[src/rtl/phpp_pkg.sv]
// Shared constants, types and decoders for the parallel programming port.
// Assumes a single 100 MHz clock domain inside the device.
package phpp_pkg;

  // ****************************************************************
  // Pin vector layout after synchronisation.
  // ****************************************************************
  localparam int          PIN_W         = 17;
  localparam int          PIN_DATA_LSB  = 0;
  localparam int          PIN_LATCH     = 8;
  localparam int          PIN_ACT0      = 9;
  localparam int          PIN_ACT1      = 10;
  localparam int          PIN_SELX      = 11;
  localparam int          PIN_SELH      = 12;
  localparam int          PIN_OE_N      = 13;
  localparam int          PIN_STORE_N   = 14;
  localparam int          PIN_LOAD      = 15;
  localparam int          PIN_HV        = 16;
  localparam logic [16:0] PIN_IDLE      = 17'h06000;

  // ****************************************************************
  // Action codes, commands and memory geometry.
  // ****************************************************************
  localparam logic [1:0] ACT_ADDR     = 2'h0;
  localparam logic [1:0] ACT_DATA     = 2'h1;
  localparam logic [1:0] ACT_CMD      = 2'h2;
  localparam logic [1:0] ACT_IDLE     = 2'h3;
  localparam logic [7:0] CMD_NOP      = 8'h00;
  localparam logic [7:0] CMD_ERASE    = 8'h80;
  localparam logic [7:0] CMD_WR_FUSE  = 8'h40;
  localparam logic [7:0] CMD_WR_LOCK  = 8'h20;
  localparam logic [7:0] CMD_WR_FLASH = 8'h10;
  localparam logic [7:0] CMD_WR_EEP   = 8'h11;
  localparam logic [7:0] CMD_RD_SIG   = 8'h08;
  localparam logic [7:0] CMD_RD_FUSE  = 8'h04;
  localparam logic [7:0] CMD_RD_FLASH = 8'h02;
  localparam logic [7:0] CMD_RD_EEP   = 8'h03;
  localparam int         WORD_IN_PAGE_W = 7;
  localparam int         FLASH_PAGE_W   = 8;
  localparam int         FLASH_ADDR_W   = 15;
  localparam int         EEP_ADDR_W     = 11;
  localparam int         EEP_BYTE_W     = 3;
  localparam int         KEEP_EEP_BIT   = 3;

  // ****************************************************************
  // Values after reset and timing.
  // ****************************************************************
  localparam logic [7:0] FUSE_LOW_RST  = 8'h62;
  localparam logic [7:0] FUSE_HIGH_RST = 8'h99;
  localparam logic [7:0] FUSE_EXT_RST  = 8'hff;
  localparam logic [7:0] LOCK_ERASED   = 8'hff;
  localparam int         CLK_PERIOD_NS = 10;
  localparam int         FUSE_WRITE_NS = 4500;
  localparam int         FUSE_WRITE_CYC =
    (FUSE_WRITE_NS + CLK_PERIOD_NS - 1) / CLK_PERIOD_NS;
  localparam int         FUSE_TIMER_W  = $clog2(FUSE_WRITE_CYC + 1);

  // ****************************************************************
  // Types.
  // ****************************************************************
  typedef enum logic [1:0] {BSEL_LOW, BSEL_HIGH, BSEL_EXT, BSEL_RSVD} phpp_bsel_e;
  typedef enum logic [2:0] {
    NVM_NONE, NVM_FLASH_PAGE, NVM_EEP_PAGE, NVM_ERASE_FLASH, NVM_ERASE_SRAM, NVM_ERASE_EEP
  } phpp_nvm_op_e;
  typedef enum logic [2:0] {
    ST_OFF, ST_IDLE, ST_NVM_WAIT, ST_ER_FLASH, ST_ER_SRAM, ST_ER_EEP, ST_FUSE
  } phpp_state_e;

  // Byte selection from the two select pins.
  function automatic phpp_bsel_e phpp_bsel(input logic bs2, input logic bs1);
    case ({bs2, bs1})
      2'h0:    phpp_bsel = BSEL_LOW;
      2'h1:    phpp_bsel = BSEL_HIGH;
      2'h2:    phpp_bsel = BSEL_EXT;
      default: phpp_bsel = BSEL_RSVD;
    endcase
  endfunction

endpackage

[src/rtl/phpp_page_mem.sv]
// Page buffer memory: one write port, one read port with registered data.
// Assumes writer and reader share the clock.
`timescale 1ns/100ps
`default_nettype none
module phpp_page_mem #(
  parameter int AW = 7,
  parameter int DW = 16
) (
  // Clock and reset.
  input  wire logic          i_clock,
  input  wire logic          i_reset_n,
  // Write side.
  input  wire logic          i_we,
  input  wire logic [AW-1:0] i_waddr,
  input  wire logic [DW-1:0] i_wdata,
  // Read side.
  input  wire logic [AW-1:0] i_raddr,
  output logic      [DW-1:0] o_rdata
);
  logic [DW-1:0] mem [0:(1<<AW)-1];

  always_ff @(posedge i_clock) begin
    if (i_we) begin
      mem[i_waddr] <= i_wdata;
    end
  end

  always_ff @(posedge i_clock) begin
    if (!i_reset_n) begin
      o_rdata <= '0;
    end else begin
      o_rdata <= mem[i_raddr];
    end
  end
endmodule
`default_nettype wire

[src/rtl/phpp_port.sv]
// Device end of the high-voltage parallel programming port.
// Assumes the memory arrays sit outside behind the nvm start/done handshake.
// Notes on behaviour
// - Flash pages hold 128 words; word bits 6:0 in page, 14:7 select page.
// - EEPROM has 8-byte pages; address bits 2:0 select byte in page.
// - Ready output low during program or erase, high when commands accepted.
// - Data bus driven only while output enable is low.
// - Store strobe or output enable performs the loaded command's action.
// - Load strobe action codes: address, data, command, or nothing.
// - Byte selects pick low, high or extended byte; both high reserved.
// - Fuse read: low fuse, lock bits, extended fuse, high fuse by select code.
// - Programming mode ends on power down or reset pin low.
// - Write command codes: erase, fuses, locks, flash, EEPROM.
// - Read command codes: signature, fuses and locks, flash, EEPROM.
// - Loaded command and address stay until reloaded.
// - Erase clears flash, then locks, then SRAM and EEPROM; fuses untouched.
// - Programmed keep-EEPROM fuse excludes EEPROM from erase.
// - Erase command then store strobe; busy until erase completes.
// - Flash data gathers in a page buffer, programmed as one page.
// - Data bytes load with action 01, high or low by first select.
// - Store strobe starts page programming; busy until it completes.
`timescale 1ns/100ps
`default_nettype none
module phpp_port #(
  parameter logic [7:0] SIG_BYTE0 = 8'h5a,  // Arbitrary identity value.
  parameter logic [7:0] SIG_BYTE1 = 8'h3c,  // Arbitrary identity value.
  parameter logic [7:0] SIG_BYTE2 = 8'h01,  // Arbitrary identity value.
  parameter logic [7:0] CAL_BYTE  = 8'h80
) (
  // Clock and reset.
  input  wire logic                 i_clock,
  input  wire logic                 i_reset_n,
  // Programming pins.
  input  wire logic                 i_prog_voltage,
  input  wire logic                 i_load_strobe,
  input  wire logic                 i_store_strobe_n,
  input  wire logic                 i_output_enable_n,
  input  wire logic                 i_byte_select_high,
  input  wire logic                 i_byte_select_extended,
  input  wire logic                 i_strobe_action_bit0,
  input  wire logic                 i_strobe_action_bit1,
  input  wire logic                 i_page_latch_strobe,
  input  wire logic [7:0]           i_data,
  output logic      [7:0]           o_data,
  output logic                      o_data_oe,
  output logic                      o_ready_not_busy,
  // Status.
  output logic                      o_prog_mode,
  output logic      [7:0]           o_fuse_low,
  output logic      [7:0]           o_fuse_high,
  output logic      [7:0]           o_fuse_ext,
  output logic      [7:0]           o_lock,
  // Memory array side.
  output logic                      o_nvm_start,
  output phpp_pkg::phpp_nvm_op_e    o_nvm_op,
  output logic      [7:0]           o_nvm_page,
  input  wire logic                 i_nvm_done,
  input  wire logic [6:0]           i_nvm_buf_index,
  output logic      [15:0]          o_nvm_buf_word,
  output logic      [14:0]          o_flash_rd_addr,
  input  wire logic [15:0]          i_flash_rd_data,
  output logic      [10:0]          o_eep_rd_addr,
  input  wire logic [7:0]           i_eep_rd_data
);
  import phpp_pkg::*;

  // ****************************************************************
  // Pin synchronisers: a change counts once stages two and three agree.
  // ****************************************************************
  logic [PIN_W-1:0] pin_raw;
  logic [PIN_W-1:0] sync1;
  logic [PIN_W-1:0] sync2;
  logic [PIN_W-1:0] sync3;
  logic [PIN_W-1:0] clean;
  logic [PIN_W-1:0] clean_d;
  logic [PIN_W-1:0] next_clean;

  assign pin_raw = {i_prog_voltage, i_load_strobe, i_store_strobe_n, i_output_enable_n,
                    i_byte_select_high, i_byte_select_extended, i_strobe_action_bit1,
                    i_strobe_action_bit0, i_page_latch_strobe, i_data};

  genvar g;
  generate
    for (g = 0; g < PIN_W; g++) begin : g_filt
      assign next_clean[g] = (sync2[g] == sync3[g]) ? sync3[g] : clean[g];
    end
  endgenerate

  always_ff @(posedge i_clock) begin
    if (!i_reset_n) begin
      sync1   <= PIN_IDLE;
      sync2   <= PIN_IDLE;
      sync3   <= PIN_IDLE;
      clean   <= PIN_IDLE;
      clean_d <= PIN_IDLE;
    end else begin
      sync1   <= pin_raw;
      sync2   <= sync1;
      sync3   <= sync2;
      clean   <= next_clean;
      clean_d <= clean;
    end
  end

  logic       load_rise;
  logic       store_fall;
  logic       latch_rise;
  logic       hv_rise;
  logic       oe_act;
  logic [1:0] action;
  logic [7:0] pin_data;
  phpp_bsel_e bsel;

  assign load_rise  = clean[PIN_LOAD] & ~clean_d[PIN_LOAD];
  assign store_fall = ~clean[PIN_STORE_N] & clean_d[PIN_STORE_N];
  assign latch_rise = clean[PIN_LATCH] & ~clean_d[PIN_LATCH];
  assign hv_rise    = clean[PIN_HV] & ~clean_d[PIN_HV];
  assign oe_act     = ~clean[PIN_OE_N];
  assign action     = {clean[PIN_ACT1], clean[PIN_ACT0]};
  assign pin_data   = clean[PIN_DATA_LSB +: 8];
  assign bsel       = phpp_bsel(clean[PIN_SELX], clean[PIN_SELH]);

  // ****************************************************************
  // Control state.
  // ****************************************************************
  logic                    prog;
  logic                    next_prog;
  phpp_state_e             state;
  phpp_state_e             next_state;
  logic [7:0]              cmd;
  logic [7:0]              next_cmd;
  logic [7:0]              addr_low;
  logic [7:0]              next_addr_low;
  logic [7:0]              addr_high;
  logic [7:0]              next_addr_high;
  logic [7:0]              addr_ext;
  logic [7:0]              next_addr_ext;
  logic [7:0]              data_low;
  logic [7:0]              next_data_low;
  logic [7:0]              data_high;
  logic [7:0]              next_data_high;
  logic [7:0]              fuse_low;
  logic [7:0]              next_fuse_low;
  logic [7:0]              fuse_high;
  logic [7:0]              next_fuse_high;
  logic [7:0]              fuse_ext;
  logic [7:0]              next_fuse_ext;
  logic [7:0]              lock;
  logic [7:0]              next_lock;
  logic [FUSE_TIMER_W-1:0] timer;
  logic [FUSE_TIMER_W-1:0] next_timer;
  logic                    nvm_start;
  logic                    next_nvm_start;
  phpp_nvm_op_e            nvm_op;
  phpp_nvm_op_e            next_nvm_op;
  logic [7:0]              nvm_page;
  logic [7:0]              next_nvm_page;
  logic [7:0]              data_out;
  logic [7:0]              next_data_out;
  logic [7:0]              rd_byte;
  logic                    buf_we;
  logic [6:0]              buf_waddr;

  assign o_flash_rd_addr = {addr_high[6:0], addr_low};
  assign o_eep_rd_addr   = {addr_high[2:0], addr_low};

  // Read data selection by loaded command.
  always_comb begin
    case (cmd)
      CMD_RD_FLASH: rd_byte = (bsel == BSEL_HIGH) ? i_flash_rd_data[15:8]
                                                  : i_flash_rd_data[7:0];
      CMD_RD_EEP:   rd_byte = i_eep_rd_data;
      CMD_RD_FUSE: begin
        case (bsel)
          BSEL_LOW:  rd_byte = fuse_low;
          BSEL_HIGH: rd_byte = lock;
          BSEL_EXT:  rd_byte = fuse_ext;
          default:   rd_byte = fuse_high;
        endcase
      end
      CMD_RD_SIG: begin
        if (bsel == BSEL_HIGH) begin
          rd_byte = CAL_BYTE;
        end else begin
          case (addr_low[1:0])
            2'h0:    rd_byte = SIG_BYTE0;
            2'h1:    rd_byte = SIG_BYTE1;
            2'h2:    rd_byte = SIG_BYTE2;
            default: rd_byte = 8'hff;
          endcase
        end
      end
      default: rd_byte = 8'hff;
    endcase
  end

  // Page latch writes the loaded data into the page buffer.
  assign buf_we    = prog && latch_rise && (state == ST_IDLE);
  assign buf_waddr = (cmd == CMD_WR_EEP) ? {4'h0, addr_low[EEP_BYTE_W-1:0]}
                                         : addr_low[WORD_IN_PAGE_W-1:0];

  always_comb begin
    next_prog      = prog;
    next_state     = state;
    next_cmd       = cmd;
    next_addr_low  = addr_low;
    next_addr_high = addr_high;
    next_addr_ext  = addr_ext;
    next_data_low  = data_low;
    next_data_high = data_high;
    next_fuse_low  = fuse_low;
    next_fuse_high = fuse_high;
    next_fuse_ext  = fuse_ext;
    next_lock      = lock;
    next_timer     = timer;
    next_nvm_start = 1'b0;
    next_nvm_op    = nvm_op;
    next_nvm_page  = nvm_page;
    next_data_out  = (prog && oe_act) ? rd_byte : data_out;
    if (!clean[PIN_HV]) begin
      next_prog  = 1'b0;
      next_state = ST_OFF;
    end else if (hv_rise) begin
      next_prog  = ({clean[PIN_LATCH], action, clean[PIN_SELH]} == 4'h0);
      next_state = ST_IDLE;
      next_cmd   = CMD_NOP;
    end else if (prog) begin
      if (load_rise) begin
        case (action)
          ACT_ADDR: begin
            case (bsel)
              BSEL_LOW:  next_addr_low  = pin_data;
              BSEL_HIGH: next_addr_high = pin_data;
              BSEL_EXT:  next_addr_ext  = pin_data;
              default:   next_addr_ext  = addr_ext;
            endcase
          end
          ACT_DATA: begin
            if (bsel == BSEL_HIGH) begin
              next_data_high = pin_data;
            end else if (bsel == BSEL_LOW) begin
              next_data_low = pin_data;
            end
          end
          ACT_CMD: next_cmd = pin_data;
          default: next_cmd = cmd;
        endcase
      end
      case (state)
        ST_IDLE: begin
          if (store_fall) begin
            case (cmd)
              CMD_ERASE: begin
                next_state     = ST_ER_FLASH;
                next_nvm_op    = NVM_ERASE_FLASH;
                next_nvm_start = 1'b1;
              end
              CMD_WR_FLASH: begin
                next_state     = ST_NVM_WAIT;
                next_nvm_op    = NVM_FLASH_PAGE;
                next_nvm_start = 1'b1;
                next_nvm_page  = {addr_high[6:0], addr_low[7]};
              end
              CMD_WR_EEP: begin
                next_state     = ST_NVM_WAIT;
                next_nvm_op    = NVM_EEP_PAGE;
                next_nvm_start = 1'b1;
                next_nvm_page  = {addr_high[2:0], addr_low[7:3]};
              end
              CMD_WR_FUSE: begin
                case (bsel)
                  BSEL_LOW:  next_fuse_low  = data_low;
                  BSEL_HIGH: next_fuse_high = data_low;
                  BSEL_EXT:  next_fuse_ext  = data_low;
                  default:   next_fuse_ext  = fuse_ext;
                endcase
                next_state = ST_FUSE;
                next_timer = '0;
              end
              CMD_WR_LOCK: begin
                next_lock  = lock & data_low;
                next_state = ST_FUSE;
                next_timer = '0;
              end
              default: next_state = ST_IDLE;
            endcase
          end
        end
        ST_NVM_WAIT: begin
          if (i_nvm_done) begin
            next_state = ST_IDLE;
          end
        end
        ST_ER_FLASH: begin
          if (i_nvm_done) begin
            next_lock      = LOCK_ERASED;
            next_state     = ST_ER_SRAM;
            next_nvm_op    = NVM_ERASE_SRAM;
            next_nvm_start = 1'b1;
          end
        end
        ST_ER_SRAM: begin
          if (i_nvm_done) begin
            if (fuse_high[KEEP_EEP_BIT]) begin
              next_state     = ST_ER_EEP;
              next_nvm_op    = NVM_ERASE_EEP;
              next_nvm_start = 1'b1;
            end else begin
              next_state = ST_IDLE;
            end
          end
        end
        ST_ER_EEP: begin
          if (i_nvm_done) begin
            next_state = ST_IDLE;
          end
        end
        ST_FUSE: begin
          next_timer = timer + 1'b1;
          if (timer == FUSE_TIMER_W'(FUSE_WRITE_CYC - 1)) begin
            next_state = ST_IDLE;
          end
        end
        default: next_state = ST_IDLE;
      endcase
    end
  end

  always_ff @(posedge i_clock) begin
    if (!i_reset_n) begin
      prog      <= 1'b0;
      state     <= ST_OFF;
      cmd       <= CMD_NOP;
      addr_low  <= 8'h00;
      addr_high <= 8'h00;
      addr_ext  <= 8'h00;
      data_low  <= 8'hff;
      data_high <= 8'hff;
      fuse_low  <= FUSE_LOW_RST;
      fuse_high <= FUSE_HIGH_RST;
      fuse_ext  <= FUSE_EXT_RST;
      lock      <= LOCK_ERASED;
      timer     <= '0;
      nvm_start <= 1'b0;
      nvm_op    <= NVM_NONE;
      nvm_page  <= 8'h00;
      data_out  <= 8'h00;
    end else begin
      prog      <= next_prog;
      state     <= next_state;
      cmd       <= next_cmd;
      addr_low  <= next_addr_low;
      addr_high <= next_addr_high;
      addr_ext  <= next_addr_ext;
      data_low  <= next_data_low;
      data_high <= next_data_high;
      fuse_low  <= next_fuse_low;
      fuse_high <= next_fuse_high;
      fuse_ext  <= next_fuse_ext;
      lock      <= next_lock;
      timer     <= next_timer;
      nvm_start <= next_nvm_start;
      nvm_op    <= next_nvm_op;
      nvm_page  <= next_nvm_page;
      data_out  <= next_data_out;
    end
  end

  phpp_page_mem #(
    .AW (WORD_IN_PAGE_W),
    .DW (16)
  ) u_page_buf (
    .i_clock   (i_clock),
    .i_reset_n (i_reset_n),
    .i_we      (buf_we),
    .i_waddr   (buf_waddr),
    .i_wdata   ({data_high, data_low}),
    .i_raddr   (i_nvm_buf_index),
    .o_rdata   (o_nvm_buf_word)
  );

  assign o_data           = data_out;
  assign o_data_oe        = prog & oe_act;
  assign o_ready_not_busy = !prog || (state == ST_IDLE);
  assign o_prog_mode      = prog;
  assign o_fuse_low       = fuse_low;
  assign o_fuse_high      = fuse_high;
  assign o_fuse_ext       = fuse_ext;
  assign o_lock           = lock;
  assign o_nvm_start      = nvm_start;
  assign o_nvm_op         = nvm_op;
  assign o_nvm_page       = nvm_page;
endmodule
`default_nettype wire

[config.mk]
export PLATFORM = sky130hd
export DESIGN_NAME = phpp_port
export DESIGN_NICKNAME = d
export VERILOG_FILES = /design/src/rtl/phpp_pkg.sv /design/src/rtl/phpp_page_mem.sv /design/src/rtl/phpp_port.sv
export SDC_FILE = /design/constraint.sdc
export NUM_CORES = 2
export LEC_CHECK = 0
export BUFFER_PORTS_ARGS = -buffer_cell sky130_fd_sc_hd__buf_2
export CAP_MARGIN = 40
export CORE_ASPECT_RATIO = 0.75
export CORE_MARGIN = 8
export CORE_UTILIZATION = 40
export CTS_CLUSTER_SIZE = 8
export DETAILED_ROUTE_END_ITERATION = 8
export GPL_TIMING_DRIVEN = 0
export HOLD_SLACK_MARGIN = 0.15
export SLEW_MARGIN = 15
export SYNTH_ARGS = -nofsm -noshare
export SYNTH_HDL_FRONTEND = slang
export SYNTH_SLANG_ARGS = --single-unit
[constraint.sdc]
create_clock -name i_clock -period 2.9 [get_ports i_clock]
set_clock_uncertainty 0.1 [all_clocks]
set_input_delay 0.29 -clock i_clock [delete_from_list [all_inputs] [get_ports i_clock]]
set_output_delay 0.29 -clock i_clock [all_outputs]
set_load 0.01 [all_outputs]
**Word level (Yosys, flattened, before mapping)**

Memories as Yosys holds them, arrays and structs flattened. A register that Yosys moved wholly into a read port is not among the register bits.
Cells that the tools add are included.

- Register bits after elaboration: 189
- Memory bits (writable): 2,048
- Input port bits: 51
- Output and inout port bits: 97
- Logic and storage cells: 192
- Memories: 1

- Add/sub/neg operators: 1
- Equal/unequal tests: 55
- Mux-type cells: 42
- Bitwise gates (word level): 16
- Reductions and logical operators: 39

Memories:

| name | depth | width | read ports | clocked after memory_dff | wr ports | RTL line | RTL |
|---|---|---|---|---|---|---|---|
| u_page_buf.mem | 128 | 16 | 1 | 1 | 1 | phpp_page_mem.sv:20 | `logic [DW-1:0] mem [0:(1<<AW)-1];` |

Operator list:

| operator | number |
|---|---|
| 8-bit two-way mux | 9 |
| 8-bit case mux with 3 select lines | 2 |
| 6-bit AND reduction | 7 |
| 7-bit AND reduction | 5 |
| 8-bit case mux with 2 select lines | 2 |
| 8-bit case mux with 4 select lines | 1 |
| 3-bit two-way mux | 9 |
| 3-bit case mux with 3 select lines | 3 |
| 9-bit two-way mux | 2 |
| 9-bit case mux with 2 select lines | 1 |
| 1-bit == test | 17 |
| 8-bit by 2-bit == test with 1-bit output (second input constant) | 2 |
| 8-bit by 5-bit == test with 1-bit output (second input constant) | 2 |
| 3-bit case mux with 5 select lines | 1 |
| 2-bit != test (second input constant) | 6 |
| 3-bit != test (second input constant) | 4 |
| 2-bit nonzero test | 6 |
| 1-bit NOT | 10 |
| 9-bit by 1-bit adder with 9-bit output (second input constant) | 1 |
| 3-bit == test (second input constant) | 3 |
| 9-bit == test (second input constant) | 1 |
| 1-bit two-way mux | 9 |
| 9-bit AND reduction | 1 |
| 8-bit bitwise AND | 1 |
| 27 further kinds | 48 |

**Depth between registers and ports, before layout**

- Depth in word-level cells: 7
- Depth in mapped cells: 9
- Gate-level depth less buffers: 7

**Hierarchy**

Synthesis repeated with hierarchy kept, for this count alone.

- Cells, all modules: 4,671
- Area total of the unflattened synthesis: 87,097.3 um^2

By module, submodules not included:

| module | instances | cells an instance | area an instance (um^2) | sequential area each (um^2) |
|---|---|---|---|---|
| phpp_page_mem | 1 | 3,916 | 80,004.2 | 61,819.3 |
| phpp_port | 1 | 755 | 7,093.1 | 3,523.4 |

**Least setup slack after synthesis**

No wires, ideal clock.

- Path kind: flip-flop to flip-flop
- Start point: register state[1]
- End point: memory u_page_buf.mem[118][0] (enable)
- Setup time: 0.389 ns
- Data arrival time: 2.339 ns
- Setup slack: 0.073 ns
- Cell stages (with the launch flop): 7
- Path buffers: 2
- Period minus slack after synthesis: 2.827 ns
- Cell sequence: dfxtp_1 or3b_1 buf_2 nor4_2 nand3_1 buf_2 nor2_1

- Longest elaborated chain between the ends: 4

Ends and longest elaborated chain:

| element | RTL line | RTL |
|---|---|---|
| start: declaration | phpp_port.sv:128 | `phpp_state_e state;` |
| start signal: assignment | phpp_port.sv:350 | `state <= next_state;` |
| 3-bit by 1-bit == test with 1-bit output | phpp_port.sv:198 | `assign buf_we = prog && latch_rise && (state == ST_IDLE);` |
| 1-bit logical AND | phpp_port.sv:198 |  |
| 1-bit two-way mux | phpp_page_mem.sv:23 | `if (i_we) begin` |
| 1-bit two-way mux (implied by the code) | phpp_page_mem.sv:24 | `mem[i_waddr] <= i_wdata;` |
| end: declaration | phpp_page_mem.sv:20 |  |

Every way passes these cells.

==> impl_metrics.toml <==
[synthesis]
synth_mux_area_share_pct = 14.30
synth-seq-area-share_pct = 75.63
synthArstFlopShare_pct = 0
synth_seq_cells = 2240
syn_inst = 4553
synth_top_area_share_pct = 71.18
synth_compound_area_share_pct = 2.330
syn-cell-area_um2 = 86400
ys.flop_type = "edfxtp_1"
synth_xor_area_share_pct = 0.02028
syn_area_per_cell_um2 = 18.98
synth_top_family_by_area = "multiplexers"
yosys.area.top_type = "edfxtp_1"
yosys.area_share.adder_pct = 0.07241
synth_cell_types = 69
synth_edf_count = 2048
synth-simple-area-share_pct = 5.902
ys_top_cells_by_area = "edfxtp_1, mux4_2, dfxtp_1"
yosysWarnings = 0
synth_nets = 4609

[drt]
via_per_inst = 5.959
drtAntennaViolNets = 0
firstDrtPassIters = 7
vias = 49248
drt_iter0_drc = 7523
wl_um = 253200
wl_per_cell_um = 30.64
drc_errors = 0

[setup_path]
crit_fanout = 10
timing.critical_path.to_type = "flop"
crit_path_frequent_cell = "buf_2"
cp-start-kind = "input port"
crit_chain = "buf_2 -> clkbuf_4 -> buf_2 -> mux4_2 -> nand3_1 -> nand4_1 -> nor4_1 -> buf_2 -> a41oi_1"
critPathRequiredTime_ps = 3510
cp_slowest_stage_delay_ps = 680
critPathKind = "input port to flop"
worstPathArrival_ps = 3740
crit_buf_inv = 4
critPathTopFamily = "buffers and inverters"
cp_slowest_cell = "nor4_1"

[cells_and_area]
final_util_pct = 48.85
mostFrequentLayoutCells = "edfxtp_1, mux4_2, nand3_1"
syn2layout_area_growth_pct = 21.27
fin_nets = 5422
layout_commonest_cell = "edfxtp_1"
layout-drive-gt1-share_pct = 28.55

[sta]
post-route-period-util_pct = 107.7
timing_hold_violations_final = 0
fmax_mhz = 320.1
period_needed_ps = 3124
setup_tns_ps = -1347
setup_viol = 44
tightest_slew_ps = 909.9
timing.slew.headroom_pct = 39.16
report.final.slew_viol_count = 0
fin_ws_ps = -223.8

[grt]
antenna_found_initial = 14
grt_pass1_vias = 47799
grtUsageTotal_pct = 21.23
grt_max_degree = 72
overflow = 0
grt_pass1_wl_um = 355700

[cts]
clock_latency_ps = 910
numCtsBuffers = 330
cts_buffer_depth = 4
h-tree-depth = 5
cts-root-buf = "clkbuf_16"
path_clk_slew_ps = 50
cts_tree = "yes"
cts_sinks = 2240

[placed_design]
port_buffers = 143
routabilityCongestion = 0.9856
dp_slack_ps = -1453
dp_hpwl_um = 174000

[floorplanning]
dieArea_um2 = 231300
coreArea_um2 = 214500
die_h_um = 418.5
initial_core_util_pct = 40.29
rows = 147
dieWidth_um = 552.6
ios = 148

[status]
violations = "setup timing"
status = "complete, but fails checks"

[power]
p_leak_nw = 40.21
power-per-cell-area_nw_per_um2 = 665.6
irDropWorstVdd_uv = 456.9

[run]
maxCapViolCount = 0

[worst_hold_path]
hold_path_class = "input port to flop"
==> per-stage QoR <==
| stage | total power, W | hold WS (ps) | area [um^2] | cells |
|---|---|---|---|---|
| after floorplan | 0.03636 | 286.3 | 86400 | 4553 |
| after CTS | 0.07019 | 180.2 | 104300 | 8235 |
| after global routing | 0.07155 | 238.7 | 104800 | 8263 |
| after detailed placement | 0.03699 | 295.3 | 93760 | 7720 |
| after global placement | 0.03698 | 291.2 | 90650 | 7527 |
| final | 0.06974 | 229.8 | 104800 | 8265 |
==> cell type report <==
type	instances	area, um^2
Inverter	9	35.03
Buffer	284	1629
Timing Repair Buffer	482	4907
Tap cell	2831	3542
Multi-Input combinational cell	2019	20570
Fill cell	17509	109700
Clock inverter	9	93.84
Sequential cell	2240	65400
Clock buffer	387	8578
Antenna cell	4	10.01
==> cells in the mapped netlist, drive strengths merged, types with 4 or more instances <==
master  count
edfxtp   2048
mux4      423
nand3     359
mux2i     280
dfxtp     192
nor2      180
buf       169
nand2     155
clkbuf    116
a21oi      96
nand4      91
a22oi      77
o21ai      56
and2       53
nor3       29
nor4       24
nor2b      20
and3       19
a31oi      17
nand2b     17
a41oi      15
o22ai      15
nor3b       8
o221ai      8
inv         7
nand4b      7
or3         7
a222oi      6
and3b       5
ha          5
a211oi      4
and4        4
nand3b      4
==> worst paths after layout <==
| check | startpoint | end | slack, ps | depth (start not counted) |
|---|---|---|---|---|
| worst max register to register | u_page_buf.mem[63][9]$_DFFE_PP_ | u_page_buf.o_rdata[9]$_SDFF_PN0_ | -130 | 6 |
| worst min register to register | sync1[13]$_SDFF_PN1_ | sync2[13]$_SDFF_PN1_ | 310 | 1 |
| worst min-delay path | i_flash_rd_data[12] | o_data[4]$_SDFFE_PN0P_ | 230 | 6 |
| worst max-delay path | i_nvm_buf_index[1] | u_page_buf.o_rdata[14]$_SDFF_PN0_ | -220 | 9 |
==> tightest hold or removal path: cells and delay by family <==
family | cells | cell delay (ps)
buffers and inverters | 2 | 630
AOI/OAI and AO/OA | 2 | 180
and+or+nand+nor | 2 | 90
==> metal layers <==
metal	part of all wire [%]	vias to the layer above	global-route usage, %
met1	42	25782	30.38
met2	43	2856	30.54
met5	0.25	-	1.469
met3	12	507	6.775
li1	-	20093	-
met4	3.4	10	7.242
==> flip-flops by register name, indices dropped and copies added, names as in the netlist, 3 cells and up <==
| name | count |
|---|---|
| o_nvm_op | 3 |
| o_lock | 8 |
| addr_high | 7 |
| u_page_buf.o_rdata | 16 |
| sync2 | 17 |
| addr_low | 8 |
| data_high | 8 |
| state | 3 |
| o_fuse_low | 8 |
| clean_d | 4 |
| o_fuse_ext | 8 |
| cmd | 8 |
| u_page_buf.mem | 2048 |
| sync1 | 17 |
| sync3 | 17 |
| o_nvm_page | 8 |
| clean | 17 |
| o_data | 8 |
| o_fuse_high | 8 |
| data_low | 8 |
| timer | 9 |
==> power by group <==
group | switching (W) | total, W | leakage (nW) | internal (W)
Sequential | 0.0000146 | 0.0348 | 25.8 | 0.0348
Combinational | 0.00110 | 0.00168 | 10.1 | 0.000582
Clock | 0.0128 | 0.0332 | 4.23 | 0.0204
Total | 0.0140 | 0.0697 | 40.2 | 0.0558
==> kinds of logic after synthesis <==
logic type / count (synthesis)
flip-flops: 2240
AND/OR/NAND/NOR: 993
multiplexers: 705
AO/OA/AOI/OAI: 314
buffers and inverters: 294
adder cells (fa/ha/maj): 5
XOR/XNOR: 2
==> timing repair <==
| action | CTS | global route |
|---|---|---|
| pin swaps | 29 | 17 |
| hold buffers | 81 | 0 |
| resized for setup | 146 | 50 |
| cloned | 1 | 2 |
| setup buffers | 37 | 22 |
| endpoints found under the setup margin | 2063 | 864 |
| hold endpoints to repair | 89 | 0 |
Power figures use the tool's default switching activity.
